$ cat config.mk
export PLATFORM = sky130hd
export DESIGN_NAME = atsp_timer
export DESIGN_NICKNAME = d
export VERILOG_FILES = /design/src/hdl/atsp_pkg.sv /design/src/hdl/atsp_skip_cnt.sv /design/src/hdl/atsp_pwm_out.sv /design/src/hdl/atsp_timer.sv
export SDC_FILE = /design/constraint.sdc
export NUM_CORES = 1
export LEC_CHECK = 0
export ABC_AREA = 0
export BUFFER_PORTS_ARGS = -buffer_cell sky130_fd_sc_hd__buf_4
export CORE_ASPECT_RATIO = 1.2
export CORE_MARGIN = 2
export CORE_UTILIZATION = 45
export DETAILED_ROUTE_END_ITERATION = 6
export PLACE_DENSITY = 0.63
export SYNTH_ARGS = -nofsm -noshare
export SYNTH_HDL_FRONTEND = slang
export SYNTH_SLANG_ARGS = --single-unit
$ cat constraint.sdc
create_clock -name pclk -period 6.07 [get_ports pclk]
set_input_delay 0.9105 -clock pclk [delete_from_list [all_inputs] [get_ports pclk]]
set_output_delay 0.9105 -clock pclk [all_outputs]
set_load 0.03 [all_outputs]
$ cat src/hdl/atsp_pkg.sv
// Package of constants for the trigger-skipping triangle PWM timer
// Notes on behaviour
// - The counter runs from a 160 MHz clock with a 1 ms carrier, starts at zero, turns at the period.
// - The counter counts up first from zero; its peak is a crest and its bottom a trough.
// - Each output has a start/stop level, toggles on its duty match, holds at cycle end, with dead time.
// - With request generation on, a trigger-compare match while counting up raises a request.
// - With trough skip linked, requests pass only while the three-bit skip counter is zero.
// - While that counter is nonzero, underflow interrupts and requests are suppressed.
// - Each valid request drives the request monitor output high.
// - Extended counter one counts crests and gates trigger requests to when it is zero.
// - Extended counter two counts troughs and blocks buffer transfers while nonzero.
// - When extended counter two is zero, the buffer moves into the trigger compare at the trough.
// - Extended counter two takes a programmed start value of 0 to 15 before counting begins.
package atsp_pkg;
   localparam int CNT_W = 16;
   // Register byte offsets
   localparam logic [7:0] OFF_CTRL = 8'h00;
   localparam logic [7:0] OFF_PERIOD = 8'h04;
   localparam logic [7:0] OFF_DUTY_A = 8'h08;
   localparam logic [7:0] OFF_DUTY_B = 8'h0C;
   localparam logic [7:0] OFF_TRIG_BUF = 8'h10;
   localparam logic [7:0] OFF_TRIG_CMP = 8'h14;
   localparam logic [7:0] OFF_SKIP = 8'h18;
   localparam logic [7:0] OFF_DEAD = 8'h1C;
   localparam logic [7:0] OFF_STATUS = 8'h20;
   localparam logic [7:0] OFF_MASK = 8'h24;
   localparam logic [7:0] OFF_COUNT = 8'h28;
   // Control bit positions
   localparam int CTL_RUN = 0;
   localparam int CTL_REQ_EN = 1;
   localparam int CTL_LINK = 2;
   localparam int CTL_LVL_A = 3;
   localparam int CTL_LVL_B = 4;
   localparam int CTL_EXT_EN = 5;
   localparam int CTL_BUF_EN = 6;
   // Skip register field positions
   localparam int SK_CNT = 0;    // [2:0] trough skip count
   localparam int SK_E1 = 4;     // [6:4] ext counter one skip count
   localparam int SK_E2 = 8;     // [10:8] ext counter two skip count
   localparam int SK_E2_INIT = 12; // [15:12] ext counter two start value
   // Status bits
   localparam int ST_REQ = 0;
   localparam int ST_UNDER = 1;
   localparam int ST_CREST = 2;
   localparam int ST_W = 3;
   // Reset values
   localparam logic [15:0] PERIOD_RST = 16'hFFFF;
   localparam logic [31:0] CTRL_RST = 32'h0000_0008;
   // Example timing: 160 MHz timer clock, 1 ms carrier
   localparam int TIMER_CLK_MHZ = 160;
   localparam int CARRIER_US = 1000;
   localparam int CARRIER_TICKS = TIMER_CLK_MHZ * CARRIER_US;
endpackage

$ cat src/hdl/atsp_skip_cnt.sv
// Wrapping skip counter with programmable start value
`timescale 1ns/1ps
module atsp_skip_cnt #(
   parameter int W = 4
) (
   // Clock and reset
   input wire logic pclk,
   input wire logic presetn,
   // Control
   input wire logic load,
   input wire logic [W-1:0] init_val,
   input wire logic [W-1:0] skip_cnt,
   input wire logic step,
   // State
   output logic [W-1:0] value,
   output logic zero
);
   // Elaboration guard: wider skip counts are never needed
   if (W < 1 || W > 8) begin : w_check
      $error("atsp_skip_cnt: W out of range");
   end

   // Load start value, then step with wrap after the skip count
   always_ff @(posedge pclk or negedge presetn) begin
      if (!presetn) begin
         value <= '0;
      end else if (load) begin
         value <= init_val;
      end else if (step) begin
         value <= (value >= skip_cnt) ? '0 : W'(value + 1'b1);
      end
   end

   assign zero = (value == '0);
endmodule

$ cat src/hdl/atsp_pwm_out.sv
// One PWM output pin with start level, match toggle and dead time
`timescale 1ns/1ps
module atsp_pwm_out #(
   parameter int DW = 8
) (
   // Clock and reset
   input wire logic pclk,
   input wire logic presetn,
   // Control
   input wire logic run,
   input wire logic start_lvl,
   input wire logic match,
   input wire logic [DW-1:0] dead,
   // Output
   output logic pin
);
   logic raw_r;
   logic [DW-1:0] dly_r;

   // Elaboration guard on the dead-time counter width
   if (DW < 1 || DW > 16) begin : dw_check
      $error("atsp_pwm_out: DW out of range");
   end

   // Fixed level while stopped, toggle on duty match, hold otherwise
   always_ff @(posedge pclk or negedge presetn) begin
      if (!presetn) begin
         raw_r <= 1'b0;
      end else if (!run) begin
         raw_r <= start_lvl;
      end else if (match) begin
         raw_r <= ~raw_r;
      end
   end

   // Edge away from the start level is delayed by dead time
   always_ff @(posedge pclk or negedge presetn) begin
      if (!presetn) begin
         dly_r <= '0;
         pin <= 1'b0;
      end else if (raw_r == start_lvl || !run) begin
         dly_r <= '0;
         pin <= raw_r;
      end else if (dly_r >= dead) begin
         pin <= raw_r;
      end else begin
         dly_r <= DW'(dly_r + 1'b1);
      end
   end
endmodule

$ cat src/hdl/atsp_timer.sv
// Triangle PWM timer with skipped converter start requests
`timescale 1ns/1ps
module atsp_timer (
   // APB slave
   input wire logic pclk,
   input wire logic presetn,
   input wire logic psel,
   input wire logic penable,
   input wire logic pwrite,
   input wire logic [7:0] paddr,
   input wire logic [31:0] pwdata,
   output logic [31:0] prdata,
   output logic pready,
   output logic pslverr,
   // Pins and events
   output logic pwm_out_a,
   output logic pwm_out_b,
   output logic request_monitor_out,
   output logic adc_request_event,
   output logic underflow_interrupt,
   output logic irq
);
   localparam int W = atsp_pkg::CNT_W;

   // Elaboration guard: the count read-back word packs exactly 16 count bits
   if (W != 16) begin : cnt_w_check
      $error("atsp_timer: count width must be 16");
   end

   logic [31:0] ctrl_r;
   logic [W-1:0] period_r, duty_a_r, duty_b_r, trig_buf_r, trig_cmp_r, cnt_r;
   logic [15:0] skip_r;
   logic [7:0] dead_r;
   logic [atsp_pkg::ST_W-1:0] status_r, mask_r;
   logic down_r, run_d_r, mon_r;
   logic run, crest, trough, wr, rd, start;
   logic [2:0] tr_val;
   logic tr_zero, e1_zero, e2_zero, trig_match, req_ok, valid_req;
   logic [2:0] e1_val;
   logic [3:0] e2_val;
   logic [atsp_pkg::ST_W-1:0] ev;

   assign run = ctrl_r[atsp_pkg::CTL_RUN];
   assign start = run && !run_d_r;
   assign wr = psel && penable && pwrite;
   assign rd = psel && !pwrite;
   assign pready = 1'b1;

   // Unmapped address answers with an error
   function automatic logic mapped(input logic [7:0] a);
      mapped = (a <= atsp_pkg::OFF_COUNT) && (a[1:0] == 2'b00);
   endfunction

   assign pslverr = psel && penable && !mapped(paddr);

   // Register writes
   always_ff @(posedge pclk or negedge presetn) begin
      if (!presetn) begin
         ctrl_r <= atsp_pkg::CTRL_RST;
         period_r <= atsp_pkg::PERIOD_RST;
         duty_a_r <= '0;
         duty_b_r <= '0;
         trig_buf_r <= '0;
         skip_r <= '0;
         dead_r <= '0;
         mask_r <= '0;
      end else if (wr) begin
         unique case (paddr)
            atsp_pkg::OFF_CTRL: ctrl_r <= pwdata;
            atsp_pkg::OFF_PERIOD: period_r <= pwdata[W-1:0];
            atsp_pkg::OFF_DUTY_A: duty_a_r <= pwdata[W-1:0];
            atsp_pkg::OFF_DUTY_B: duty_b_r <= pwdata[W-1:0];
            atsp_pkg::OFF_TRIG_BUF: trig_buf_r <= pwdata[W-1:0];
            atsp_pkg::OFF_SKIP: skip_r <= pwdata[15:0];
            atsp_pkg::OFF_DEAD: dead_r <= pwdata[7:0];
            atsp_pkg::OFF_MASK: mask_r <= pwdata[atsp_pkg::ST_W-1:0];
            default: ;
         endcase
      end
   end

   // Read mux, registered for clean data
   always_ff @(posedge pclk or negedge presetn) begin
      if (!presetn) begin
         prdata <= '0;
      end else if (rd && !penable) begin
         unique case (paddr)
            atsp_pkg::OFF_CTRL: prdata <= ctrl_r;
            atsp_pkg::OFF_PERIOD: prdata <= 32'(period_r);
            atsp_pkg::OFF_DUTY_A: prdata <= 32'(duty_a_r);
            atsp_pkg::OFF_DUTY_B: prdata <= 32'(duty_b_r);
            atsp_pkg::OFF_TRIG_BUF: prdata <= 32'(trig_buf_r);
            atsp_pkg::OFF_TRIG_CMP: prdata <= 32'(trig_cmp_r);
            atsp_pkg::OFF_SKIP: prdata <= {13'h0000, e2_val, e1_val, 1'b0, tr_val, skip_r[7:0]};
            atsp_pkg::OFF_DEAD: prdata <= {24'h000000, dead_r};
            atsp_pkg::OFF_STATUS: prdata <= 32'(status_r);
            atsp_pkg::OFF_MASK: prdata <= 32'(mask_r);
            atsp_pkg::OFF_COUNT: prdata <= {15'h0000, down_r, cnt_r};
            default: prdata <= '0;
         endcase
      end
   end

   // Triangle counter: starts at zero upward, turns at period
   always_ff @(posedge pclk or negedge presetn) begin
      if (!presetn) begin
         cnt_r <= '0;
         down_r <= 1'b0;
         run_d_r <= 1'b0;
      end else begin
         run_d_r <= run;
         if (!run) begin
            cnt_r <= '0;
            down_r <= 1'b0;
         end else if (!down_r) begin
            if (cnt_r >= period_r) begin
               down_r <= 1'b1;
               cnt_r <= W'(cnt_r - 1'b1);
            end else begin
               cnt_r <= W'(cnt_r + 1'b1);
            end
         end else if (cnt_r == '0) begin
            down_r <= 1'b0;
            cnt_r <= W'(cnt_r + 1'b1);
         end else begin
            cnt_r <= W'(cnt_r - 1'b1);
         end
      end
   end

   // Crest at the top turn, trough at the bottom turn
   assign crest = run && !down_r && (cnt_r >= period_r);
   assign trough = run && down_r && (cnt_r == '0);

   // Trough skip counter for the linked request gate
   atsp_skip_cnt #(.W(3)) u_tr (
      .pclk(pclk), .presetn(presetn), .load(start), .init_val(3'h0),
      .skip_cnt(skip_r[atsp_pkg::SK_CNT +: 3]), .step(trough),
      .value(tr_val), .zero(tr_zero));

   // Extended counter one counts crests
   atsp_skip_cnt #(.W(3)) u_e1 (
      .pclk(pclk), .presetn(presetn), .load(start), .init_val(3'h0),
      .skip_cnt(skip_r[atsp_pkg::SK_E1 +: 3]), .step(crest),
      .value(e1_val), .zero(e1_zero));

   // Extended counter two counts troughs, start value preloaded
   atsp_skip_cnt #(.W(4)) u_e2 (
      .pclk(pclk), .presetn(presetn), .load(start),
      .init_val(skip_r[atsp_pkg::SK_E2_INIT +: 4]),
      .skip_cnt({1'b0, skip_r[atsp_pkg::SK_E2 +: 3]}), .step(trough),
      .value(e2_val), .zero(e2_zero));

   // Buffer transfer at trough; with buffer skip enabled, only when counter two is zero
   always_ff @(posedge pclk or negedge presetn) begin
      if (!presetn) begin
         trig_cmp_r <= '0;
      end else if (!run) begin
         trig_cmp_r <= trig_buf_r; // Preload so first carrier has a value
      end else if (trough && (!ctrl_r[atsp_pkg::CTL_BUF_EN] || e2_zero)) begin
         trig_cmp_r <= trig_buf_r;
      end
   end

   // Request gating: up-count match, then skip gates
   assign trig_match = run && !down_r && (cnt_r == trig_cmp_r);
   assign req_ok = (!ctrl_r[atsp_pkg::CTL_LINK] || tr_zero)
      && (!ctrl_r[atsp_pkg::CTL_EXT_EN] || e1_zero);
   assign valid_req = ctrl_r[atsp_pkg::CTL_REQ_EN] && trig_match && req_ok;

   // Event output is a single-cycle pulse toward the event fabric
   always_ff @(posedge pclk or negedge presetn) begin
      if (!presetn) begin
         adc_request_event <= 1'b0;
         underflow_interrupt <= 1'b0;
      end else begin
         adc_request_event <= valid_req;
         underflow_interrupt <= trough && (!ctrl_r[atsp_pkg::CTL_LINK] || tr_zero);
      end
   end

   // Monitor goes high on a valid request, low at the crest
   always_ff @(posedge pclk or negedge presetn) begin
      if (!presetn) begin
         mon_r <= 1'b0;
      end else if (valid_req) begin
         mon_r <= 1'b1;
      end else if (crest || !run) begin
         mon_r <= 1'b0;
      end
   end
   assign request_monitor_out = mon_r;

   // Sticky status; set wins over write-one clear
   assign ev = {crest, trough && (!ctrl_r[atsp_pkg::CTL_LINK] || tr_zero), valid_req};
   always_ff @(posedge pclk or negedge presetn) begin
      if (!presetn) begin
         status_r <= '0;
      end else begin
         status_r <= (status_r & ~((wr && paddr == atsp_pkg::OFF_STATUS)
            ? pwdata[atsp_pkg::ST_W-1:0] : '0)) | ev;
      end
   end
   assign irq = |(status_r & mask_r);

   // Output pins; B's start level has its own control bit
   atsp_pwm_out #(.DW(8)) u_pa (
      .pclk(pclk), .presetn(presetn), .run(run),
      .start_lvl(ctrl_r[atsp_pkg::CTL_LVL_A]), .match(run && cnt_r == duty_a_r),
      .dead(dead_r), .pin(pwm_out_a));
   atsp_pwm_out #(.DW(8)) u_pb (
      .pclk(pclk), .presetn(presetn), .run(run),
      .start_lvl(ctrl_r[atsp_pkg::CTL_LVL_B]), .match(run && cnt_r == duty_b_r),
      .dead(dead_r), .pin(pwm_out_b));

   // Checks: request generation
   req_up_a: assert property (@(posedge pclk) disable iff (!presetn)
      valid_req |-> !down_r)
      else $error("request while counting down");
   req_event_a: assert property (@(posedge pclk) disable iff (!presetn)
      valid_req |=> adc_request_event)
      else $error("request event missing");
   event_pulse_a: assert property (@(posedge pclk) disable iff (!presetn)
      adc_request_event |=> !adc_request_event)
      else $error("request event longer than one cycle");

   // Checks: skip gates on requests, both closed and open
   link_gate_a: assert property (@(posedge pclk) disable iff (!presetn)
      (ctrl_r[atsp_pkg::CTL_LINK] && !tr_zero) |-> !valid_req)
      else $error("request passed nonzero skip");
   link_pass_a: assert property (@(posedge pclk) disable iff (!presetn)
      (ctrl_r[atsp_pkg::CTL_REQ_EN] && trig_match && tr_zero && !ctrl_r[atsp_pkg::CTL_EXT_EN])
      |-> valid_req)
      else $error("request lost with skip counter zero");
   ext_gate_a: assert property (@(posedge pclk) disable iff (!presetn)
      (ctrl_r[atsp_pkg::CTL_EXT_EN] && !e1_zero) |-> !valid_req)
      else $error("request passed ext counter");
   ext_pass_a: assert property (@(posedge pclk) disable iff (!presetn)
      (ctrl_r[atsp_pkg::CTL_REQ_EN] && trig_match && e1_zero && !ctrl_r[atsp_pkg::CTL_LINK])
      |-> valid_req)
      else $error("request lost with ext counter zero");

   // Checks: underflow pulses follow the trough skip
   uf_skip_a: assert property (@(posedge pclk) disable iff (!presetn)
      (trough && ctrl_r[atsp_pkg::CTL_LINK] && !tr_zero) |=> !underflow_interrupt)
      else $error("underflow not skipped");
   uf_pass_a: assert property (@(posedge pclk) disable iff (!presetn)
      (trough && tr_zero) |=> underflow_interrupt)
      else $error("underflow missing");

   // Checks: monitor level
   mon_high_a: assert property (@(posedge pclk) disable iff (!presetn)
      valid_req |=> request_monitor_out)
      else $error("monitor not high");
   mon_low_a: assert property (@(posedge pclk) disable iff (!presetn)
      (crest && !valid_req) |=> !request_monitor_out)
      else $error("monitor not low after crest");

   // Checks: skip counters load at start and wrap after their count
   skip_wrap_a: assert property (@(posedge pclk) disable iff (!presetn)
      (trough && !start && tr_val >= skip_r[atsp_pkg::SK_CNT +: 3]) |=> tr_val == 3'h0)
      else $error("skip counter no wrap");
   e1_wrap_a: assert property (@(posedge pclk) disable iff (!presetn)
      (crest && !start && e1_val >= skip_r[atsp_pkg::SK_E1 +: 3]) |=> e1_val == 3'h0)
      else $error("ext counter one no wrap");
   e2_wrap_a: assert property (@(posedge pclk) disable iff (!presetn)
      (trough && !start && e2_val >= {1'b0, skip_r[atsp_pkg::SK_E2 +: 3]}) |=> e2_val == 4'h0)
      else $error("ext counter two no wrap");
   skip_load_a: assert property (@(posedge pclk) disable iff (!presetn)
      start |=> tr_val == 3'h0 && e1_val == 3'h0)
      else $error("skip counters not cleared at start");
   e2_load_a: assert property (@(posedge pclk) disable iff (!presetn)
      start |=> e2_val == $past(skip_r[atsp_pkg::SK_E2_INIT +: 4]))
      else $error("ext counter two start value not loaded");

   // Checks: buffer transfer into the trigger compare
   buf_skip_a: assert property (@(posedge pclk) disable iff (!presetn)
      (run && ctrl_r[atsp_pkg::CTL_BUF_EN] && !e2_zero) |=> $stable(trig_cmp_r) || !run)
      else $error("buffer moved while skipped");
   buf_move_a: assert property (@(posedge pclk) disable iff (!presetn)
      (trough && e2_zero) |=> trig_cmp_r == $past(trig_buf_r))
      else $error("buffer transfer missing");

   // Checks: triangle counter
   count_start_a: assert property (@(posedge pclk) disable iff (!presetn)
      start |-> cnt_r == '0 && !down_r)
      else $error("count not from zero");
   count_step_a: assert property (@(posedge pclk) disable iff (!presetn)
      (run && !down_r && !crest) |=> cnt_r == $past(cnt_r) + 1'b1)
      else $error("count did not step up");
   crest_turn_a: assert property (@(posedge pclk) disable iff (!presetn)
      crest |=> down_r)
      else $error("no turn at crest");
   trough_turn_a: assert property (@(posedge pclk) disable iff (!presetn)
      trough |=> !down_r && cnt_r == W'(1))
      else $error("no turn at trough");

   // Checks: stop levels; the pin lags the setting by two flops
   pin_stop_a: assert property (@(posedge pclk) disable iff (!presetn)
      !run [*4] |-> pwm_out_a == $past(ctrl_r[atsp_pkg::CTL_LVL_A], 2))
      else $error("stop level wrong on pin a");
   pin_stop_b_a: assert property (@(posedge pclk) disable iff (!presetn)
      !run [*4] |-> pwm_out_b == $past(ctrl_r[atsp_pkg::CTL_LVL_B], 2))
      else $error("stop level wrong on pin b");
endmodule

-- After elaboration in Yosys (flattened, before gate mapping)
Index checks and enable logic that the tools add are counted.
- output and inout port bits: 40
- register bits after elaboration: 225
- logic and storage cells: 156
- order comparisons: 7
- reduce and logical (&&, ||, !) cells: 55
- equality and inequality tests: 20
- bitwise logic cells: 6
- add/subtract/negate cells: 7
- mux-type cells: 35
- operators with widths (cell ; count):
    32-bit case mux with 11 select lines ; 1
    16-bit 2-to-1 mux ; 6
    16-bit equality test ; 3
    8-bit by 5-bit equality test with 1-bit output (second input constant) ; 4
    8-bit 2-to-1 mux ; 4
    8-bit by 6-bit equality test with 1-bit output (second input constant) ; 3
    3-bit 2-to-1 mux ; 7
    1-bit logical AND ; 20
    16-bit by 1-bit adder with 16-bit output (second input constant) ; 1
    8-bit by 1-bit adder with 8-bit output (second input constant) ; 2
    8-bit by 4-bit equality test with 1-bit output (second input constant) ; 2
    16-bit greater-or-equal comparator ; 1
    8-bit greater-or-equal comparator ; 2
    16-bit zero test ; 1
    2-bit AND reduction ; 8
    16-bit by 1-bit subtractor with 16-bit output (second input constant) ; 1
    1-bit 2-to-1 mux ; 14
    4-bit 2-to-1 mux ; 3
    2-bit by 1-bit != test with 1-bit output (second input constant) ; 5
    2-bit nonzero test ; 5
    1-bit zero test ; 9
    8-bit by 3-bit equality test with 1-bit output (second input constant) ; 1
    8-bit by 6-bit less-or-equal comparator with 1-bit output (second input constant) ; 1
    8-bit zero test ; 1
    other kinds (14) ; 25

-- Logic depth before layout (Yosys ltp)
- depth in word-level cells: 7
- depth in mapped cells: 10

-- Cells and area by module
Synthesis repeated with hierarchy kept, for this count alone.
- cells, all modules: 1184
- area, all modules: 12505.7 µm²
- modules (own cells, without submodules) (module ; instances ; area an instance (µm²) ; cells an instance):
    atsp_timer ; 1 ; 10182.3 ; 933
    atsp_pwm_out ; 2 ; 680.7 ; 75
    atsp_skip_cnt at u_e1 ... ; 2 ; 276.5 ; 30
    atsp_skip_cnt at u_e2 ; 1 ; 409.1 ; 41

-- Least setup slack after synthesis
No wires, ideal clock.
- path kind: input to output
- start point: input paddr[3]
- end point: output pslverr
- path slack: 2.753 ns
- stages on the path: 5
- arrival time: 2.407 ns
- path through: buf_1 -> buf_1 -> and2_1 -> o21ai_0 -> a31oi_1
- word-level cells in the longest chain between the ends: 4
- RTL lines (element ; line ; source):
    from (decl) ; atsp_timer.sv:10 ; input wire logic [7:0] paddr,
    8-bit by 6-bit less-or-equal comparator with 1-bit output ; atsp_timer.sv:51 ; mapped = (a <= atsp_pkg::OFF_COUNT) && (a[1:0] == 2'b00);
    1-bit logical AND ; atsp_timer.sv:51 ;
    1-bit zero test ; atsp_timer.sv:54 ; assign pslverr = psel && penable && !mapped(paddr);
    1-bit logical AND ; atsp_timer.sv:54 ;
    to (decl) ; atsp_timer.sv:14 ; output logic pslverr,
No other way between the ends.

-- Worst setup path after layout
- start point: input paddr[2]
- end point: register ctrl_r[31]
- word-level cells in the longest chain between the ends: 2
- RTL lines (element ; line ; source):
    8-bit zero test ; atsp_timer.sv:68 ; unique case (paddr)
    2-bit AND reduction (no line) ; -- ;
    to (signal assigned) ; atsp_timer.sv:59 ; ctrl_r <= atsp_pkg::CTRL_RST;
    to (signal assigned) ; atsp_timer.sv:69 ; atsp_pkg::OFF_CTRL: ctrl_r <= pwdata;
    to (decl) ; atsp_timer.sv:30 ; logic [31:0] ctrl_r;
No other way between the ends.
A chain may end at the register's enable or synchronous reset.

==> qor.tcl <==
set qor(synth_enable_flop_cells) 0
set qor(synth_nets) 1220
set qor(area_growth_pct) 14.17
set qor(whs_ns) 0.4136
set qor(synth_seq_cells) 224
set qor(all_layer_gr_usage) 0.2371
set qor(cts-root-to-sink-buffers) 3
set qor(min_period_ns) 3.576
set qor(fin_area_sq_mm) 0.01377
set qor(i_o_pins) 85
set qor(netlist.top_cell.by_area) {sky130_fd_sc_hd__dfrtp_1}
set qor(final_wirelength_mm) 33.60
set qor(synth_top_family_by_area) {multiplexers}
set qor(synthAdderAreaFrac) 0.05394
set qor(postSynth.asyncResetShare) 1.000
set qor(critical_path.reg2reg.endpoint) {trig_cmp_r[3]}
set qor(timing.critical_path.slowest_cell_delay_ns) 0.96
set qor(vias) 9065
set qor(route.top_layer_used) {met4}
set qor(worst_setup_hold_path_clk_slew_ns) 0.06
set qor(yosys.area_share.simple) 0.1315
set qor(slew_violations) 0
set qor(core_sq_mm) 0.02635
set qor(fraction_of_post_synthesis_cell_area_in_the_top_cell_type_by_area) 0.4294
set qor(power-per-cell-area_mw_per_mm2) 260.4
set qor(global_route_wire_length_before_repair_mm) 52.10
set qor(grt_pass1_vias) 9027
set qor(yosys.area_share.xor_xnor) 0.04647
set qor(synth.most_common_cell) {sky130_fd_sc_hd__dfrtp_1}
set qor(unrepaired_setup_endpoints_after_global_routing) {false}
set qor(cp_cell_sequence) {buf_4 -> or3_1 -> nor3_2 -> nand2_1 -> buf_4 -> mux2_2}
set qor(timing.clock.skew_ns) 0.008961
set qor(global_route.overflow_total) 0
set qor(viasPerCell) 5.886
set qor(die_width_microns) 153.5
set qor(syn_area_sq_mm) 0.01206
set qor(power_leakage_nw) 6.515
set qor(final.period_utilization) 0.5892
set qor(critical_path.startpoint_type) {primary input}
set qor(compound_cell_area_share_of_the_yosys_netlist) 0.09397
set qor(synth.distinct_cells) 61
set qor(finalHoldViolCount) 0
set qor(cts_max_level) 1
set qor(endpoint_of_the_most_critical_setup_path) {ctrl_r[31]}
set qor(outcome) {finished, final reports clean}
set qor(syn_avg_cell_area_sq_um) 10.74
set qor(clock_latency_ns) 0.53
set qor(layout.filler_cells) 2380
set qor(synth.top_cells.by_area) {sky130_fd_sc_hd__dfrtp_1, sky130_fd_sc_hd__mux2_2, sky130_fd_sc_hd__ha_1, sky130_fd_sc_hd__dfstp_2, sky130_fd_sc_hd__xnor2_1}
set qor(met2_wirelength_mm) 16.08
set qor(worstMarginPinSlew_ns) 1.177
set qor(antenna_violating_nets_post_route) 0
set qor(pin_count_of_the_biggest_net_entering_global_routing) 107
set qor(starting_density_of_the_core) 0.4578
set qor(critical_path.startpoint) {paddr[2]}
set qor(timing.max_slew.rel_slack) 0.2108
set qor(final_net_count) 1283
set qor(commonest_register_cell_after_synthesis) {sky130_fd_sc_hd__dfrtp_1}
set qor(tritoncts_clock_tree) {yes}
set qor(met1_wire_length_mm) 14.34
set qor(dr.pass1.iters) 6
set qor(place_inst) 1495
set qor(timing.reg2reg.setup_slack_ns) 2.60
set qor(timing.setup.tns_ns) 0
set qor(avgRoutedWirePerCell_microns) 21.81
set qor(drt_drc_violations_left) 0
set qor(drive_above_1_share) 0.2550
set qor(path_common_cell) {sky130_fd_sc_hd__buf_4}
set qor(critical_path.endpoint_type) {flop}
set qor(setup.worst_path.class) {in -> reg}
set qor(post_dp_cell_area_sq_mm) 0.01295
set qor(number_of_standard_cells_after_synthesis) 1123
set qor(number_of_setup_violations_in_the_final_report) 0
set qor(worstReg2RegStart) {cnt_r[10]}
set qor(timing.critical_path.slowest_stage_cell) {sky130_fd_sc_hd__nor3_2}
set qor(postCtsHoldBufs) 0
set qor(required_ns) 6.48
set qor(rr_worst_depth) 5
set qor(dp_hpwl_mm) 24.02
set qor(maxCapViolCount) 0
set qor(die-area_sq_mm) 0.02814
set qor(num_rows) 65
set qor(cts_setup_buffers) 0
set qor(seq_area_frac_synth) 0.4664
set qor(max_clock_freq_mhz) 279.6
set qor(drtIter0Drc) 762
set qor(post_layout_nonfiller_instances) 1540
set qor(floorplan.die.height_microns) 183.4
set qor(count_of_port_buffers_added_during_placement) 83
set qor(tritoncts.num_buffers) 24
set qor(total_of_cells_resized_after_clock_tree_synthesis) 0
set qor(worstPathMaxFanout) 26
set qor(synth.cells.most_frequent) {sky130_fd_sc_hd__dfrtp_1, sky130_fd_sc_hd__mux2_2, sky130_fd_sc_hd__nand2_1, sky130_fd_sc_hd__nor2_1, sky130_fd_sc_hd__ha_1}
set qor(route.met3.wl_mm) 2.214
set qor(mux_cell_area_share_after_synthesis) 0.1715
set qor(hold_path_class) {in -> async}
set qor(gp_routability_congestion) 0.9061
set qor(cts_root_buffer) {sky130_fd_sc_hd__clkbuf_16}
set qor(sinks_on_the_clock_net) 224
set qor(critical_path_arrival_ns) 3.98
set qor(vdd.ir_drop.worst_v) 0.0001437
set qor(synth-warning-count) 0
set qor(antenna_found_initial) 0
[worst min-delay path by stage]
| stage | from | end | slack (ns) |
|---|---|---|---|
| after floorplan | ctrl_r[0] | run_d_r | 0.37 |
| final | presetn | u_pb.dly_r[5] | 0.41 |
| after detailed placement | prdata[28] | prdata[28] | 0.46 |
| after global routing | presetn | u_pa.dly_r[5] | 0.50 |
| after CTS | presetn | u_pb.dly_r[5] | 0.45 |
| after global placement | prdata[22] | prdata[22] | 0.45 |
[worst max-delay path, delay by kind of cell]
family        cells  cell delay, ns
buf+inv           2            0.63
mux               1            0.30
simple gates      3            2.09
[report_power, final]
part	internal, mW	total [mW]	switching (mW)
registers	1.53	1.58	0.0482
logic	0.202	0.479	0.277
clock network	0.908	1.53	0.621
total	2.64	3.59	0.946
[layer usage]
layer,vias to the layer above,GRT usage
li1,4150,-
met5,-,0
met4,0,0.07633
met3,67,0.03521
met1,4488,0.3202
met2,360,0.3952
[cell families (layout without fill, tap and decap cells)]
logic type,after synthesis,in the layout
compound gates,168,168
mux,181,181
flops,224,224
xor+xnor,64,64
other cells,1,2
fa+ha+maj,52,52
simple gates,328,328
buf+inv,105,186
[layout make-up]
| type | instances | area [sq um] | share of cell area |
|---|---|---|---|
| sequential | 224 | 5627 | 0.4086 |
| antenna | 1 | 2.502 | 0.0001817 |
| multi-input combinational | 794 | 6015 | 0.4367 |
| clock buffer | 31 | 668.1 | 0.04851 |
| timing repair buffer | 93 | 705.7 | 0.05124 |
| inverter | 49 | 183.9 | 0.01336 |
| clock inverter | 13 | 151.4 | 0.01099 |
| tap | 335 | 419.2 | 0.03044 |
[stage by stage]
step / total power, mW / utilization / setup WS (ns)
after floorplan: 1.908 / - / 2.753
after global placement: 2.084 / 0.4915 / 2.039
after detailed placement: 2.086 / 0.4915 / 2.002
after CTS: 3.613 / 0.5226 / 2.516
after global routing: 3.715 / 0.5226 / 2.383
final: 3.587 / 0.5227 / 2.494
[sequential cells by signal, indices dropped and copies added, names as in the netlist, 3 cells and up]
name	cells
cnt_r	16
ctrl_r	32
dead_r	8
duty_a_r	16
duty_b_r	16
mask_r	3
period_r	16
prdata	32
skip_r	15
status_r	3
trig_buf_r	16
trig_cmp_r	16
u_e1.value	3
u_e2.value	4
u_pa.dly_r	8
u_pb.dly_r	8
u_tr.value	3
[placed cells by master, fill, tap and decap left out, types with 34 or more instances in the layout]
master | Yosys | routed
sky130_fd_sc_hd__mux2_2 | 135 | 135
sky130_fd_sc_hd__nand3_1 | 37 | 37
sky130_fd_sc_hd__dfrtp_1 | 207 | 207
sky130_fd_sc_hd__a21oi_1 | 34 | 34
sky130_fd_sc_hd__xnor2_1 | 48 | 48
sky130_fd_sc_hd__nand2_1 | 101 | 101
sky130_fd_sc_hd__inv_1 | 49 | 49
sky130_fd_sc_hd__ha_1 | 52 | 52
sky130_fd_sc_hd__buf_4 | 2 | 92
sky130_fd_sc_hd__o21ai_0 | 34 | 34
sky130_fd_sc_hd__nor2_1 | 74 | 74
No activity file was read; power rests on OpenSTA's default activity.
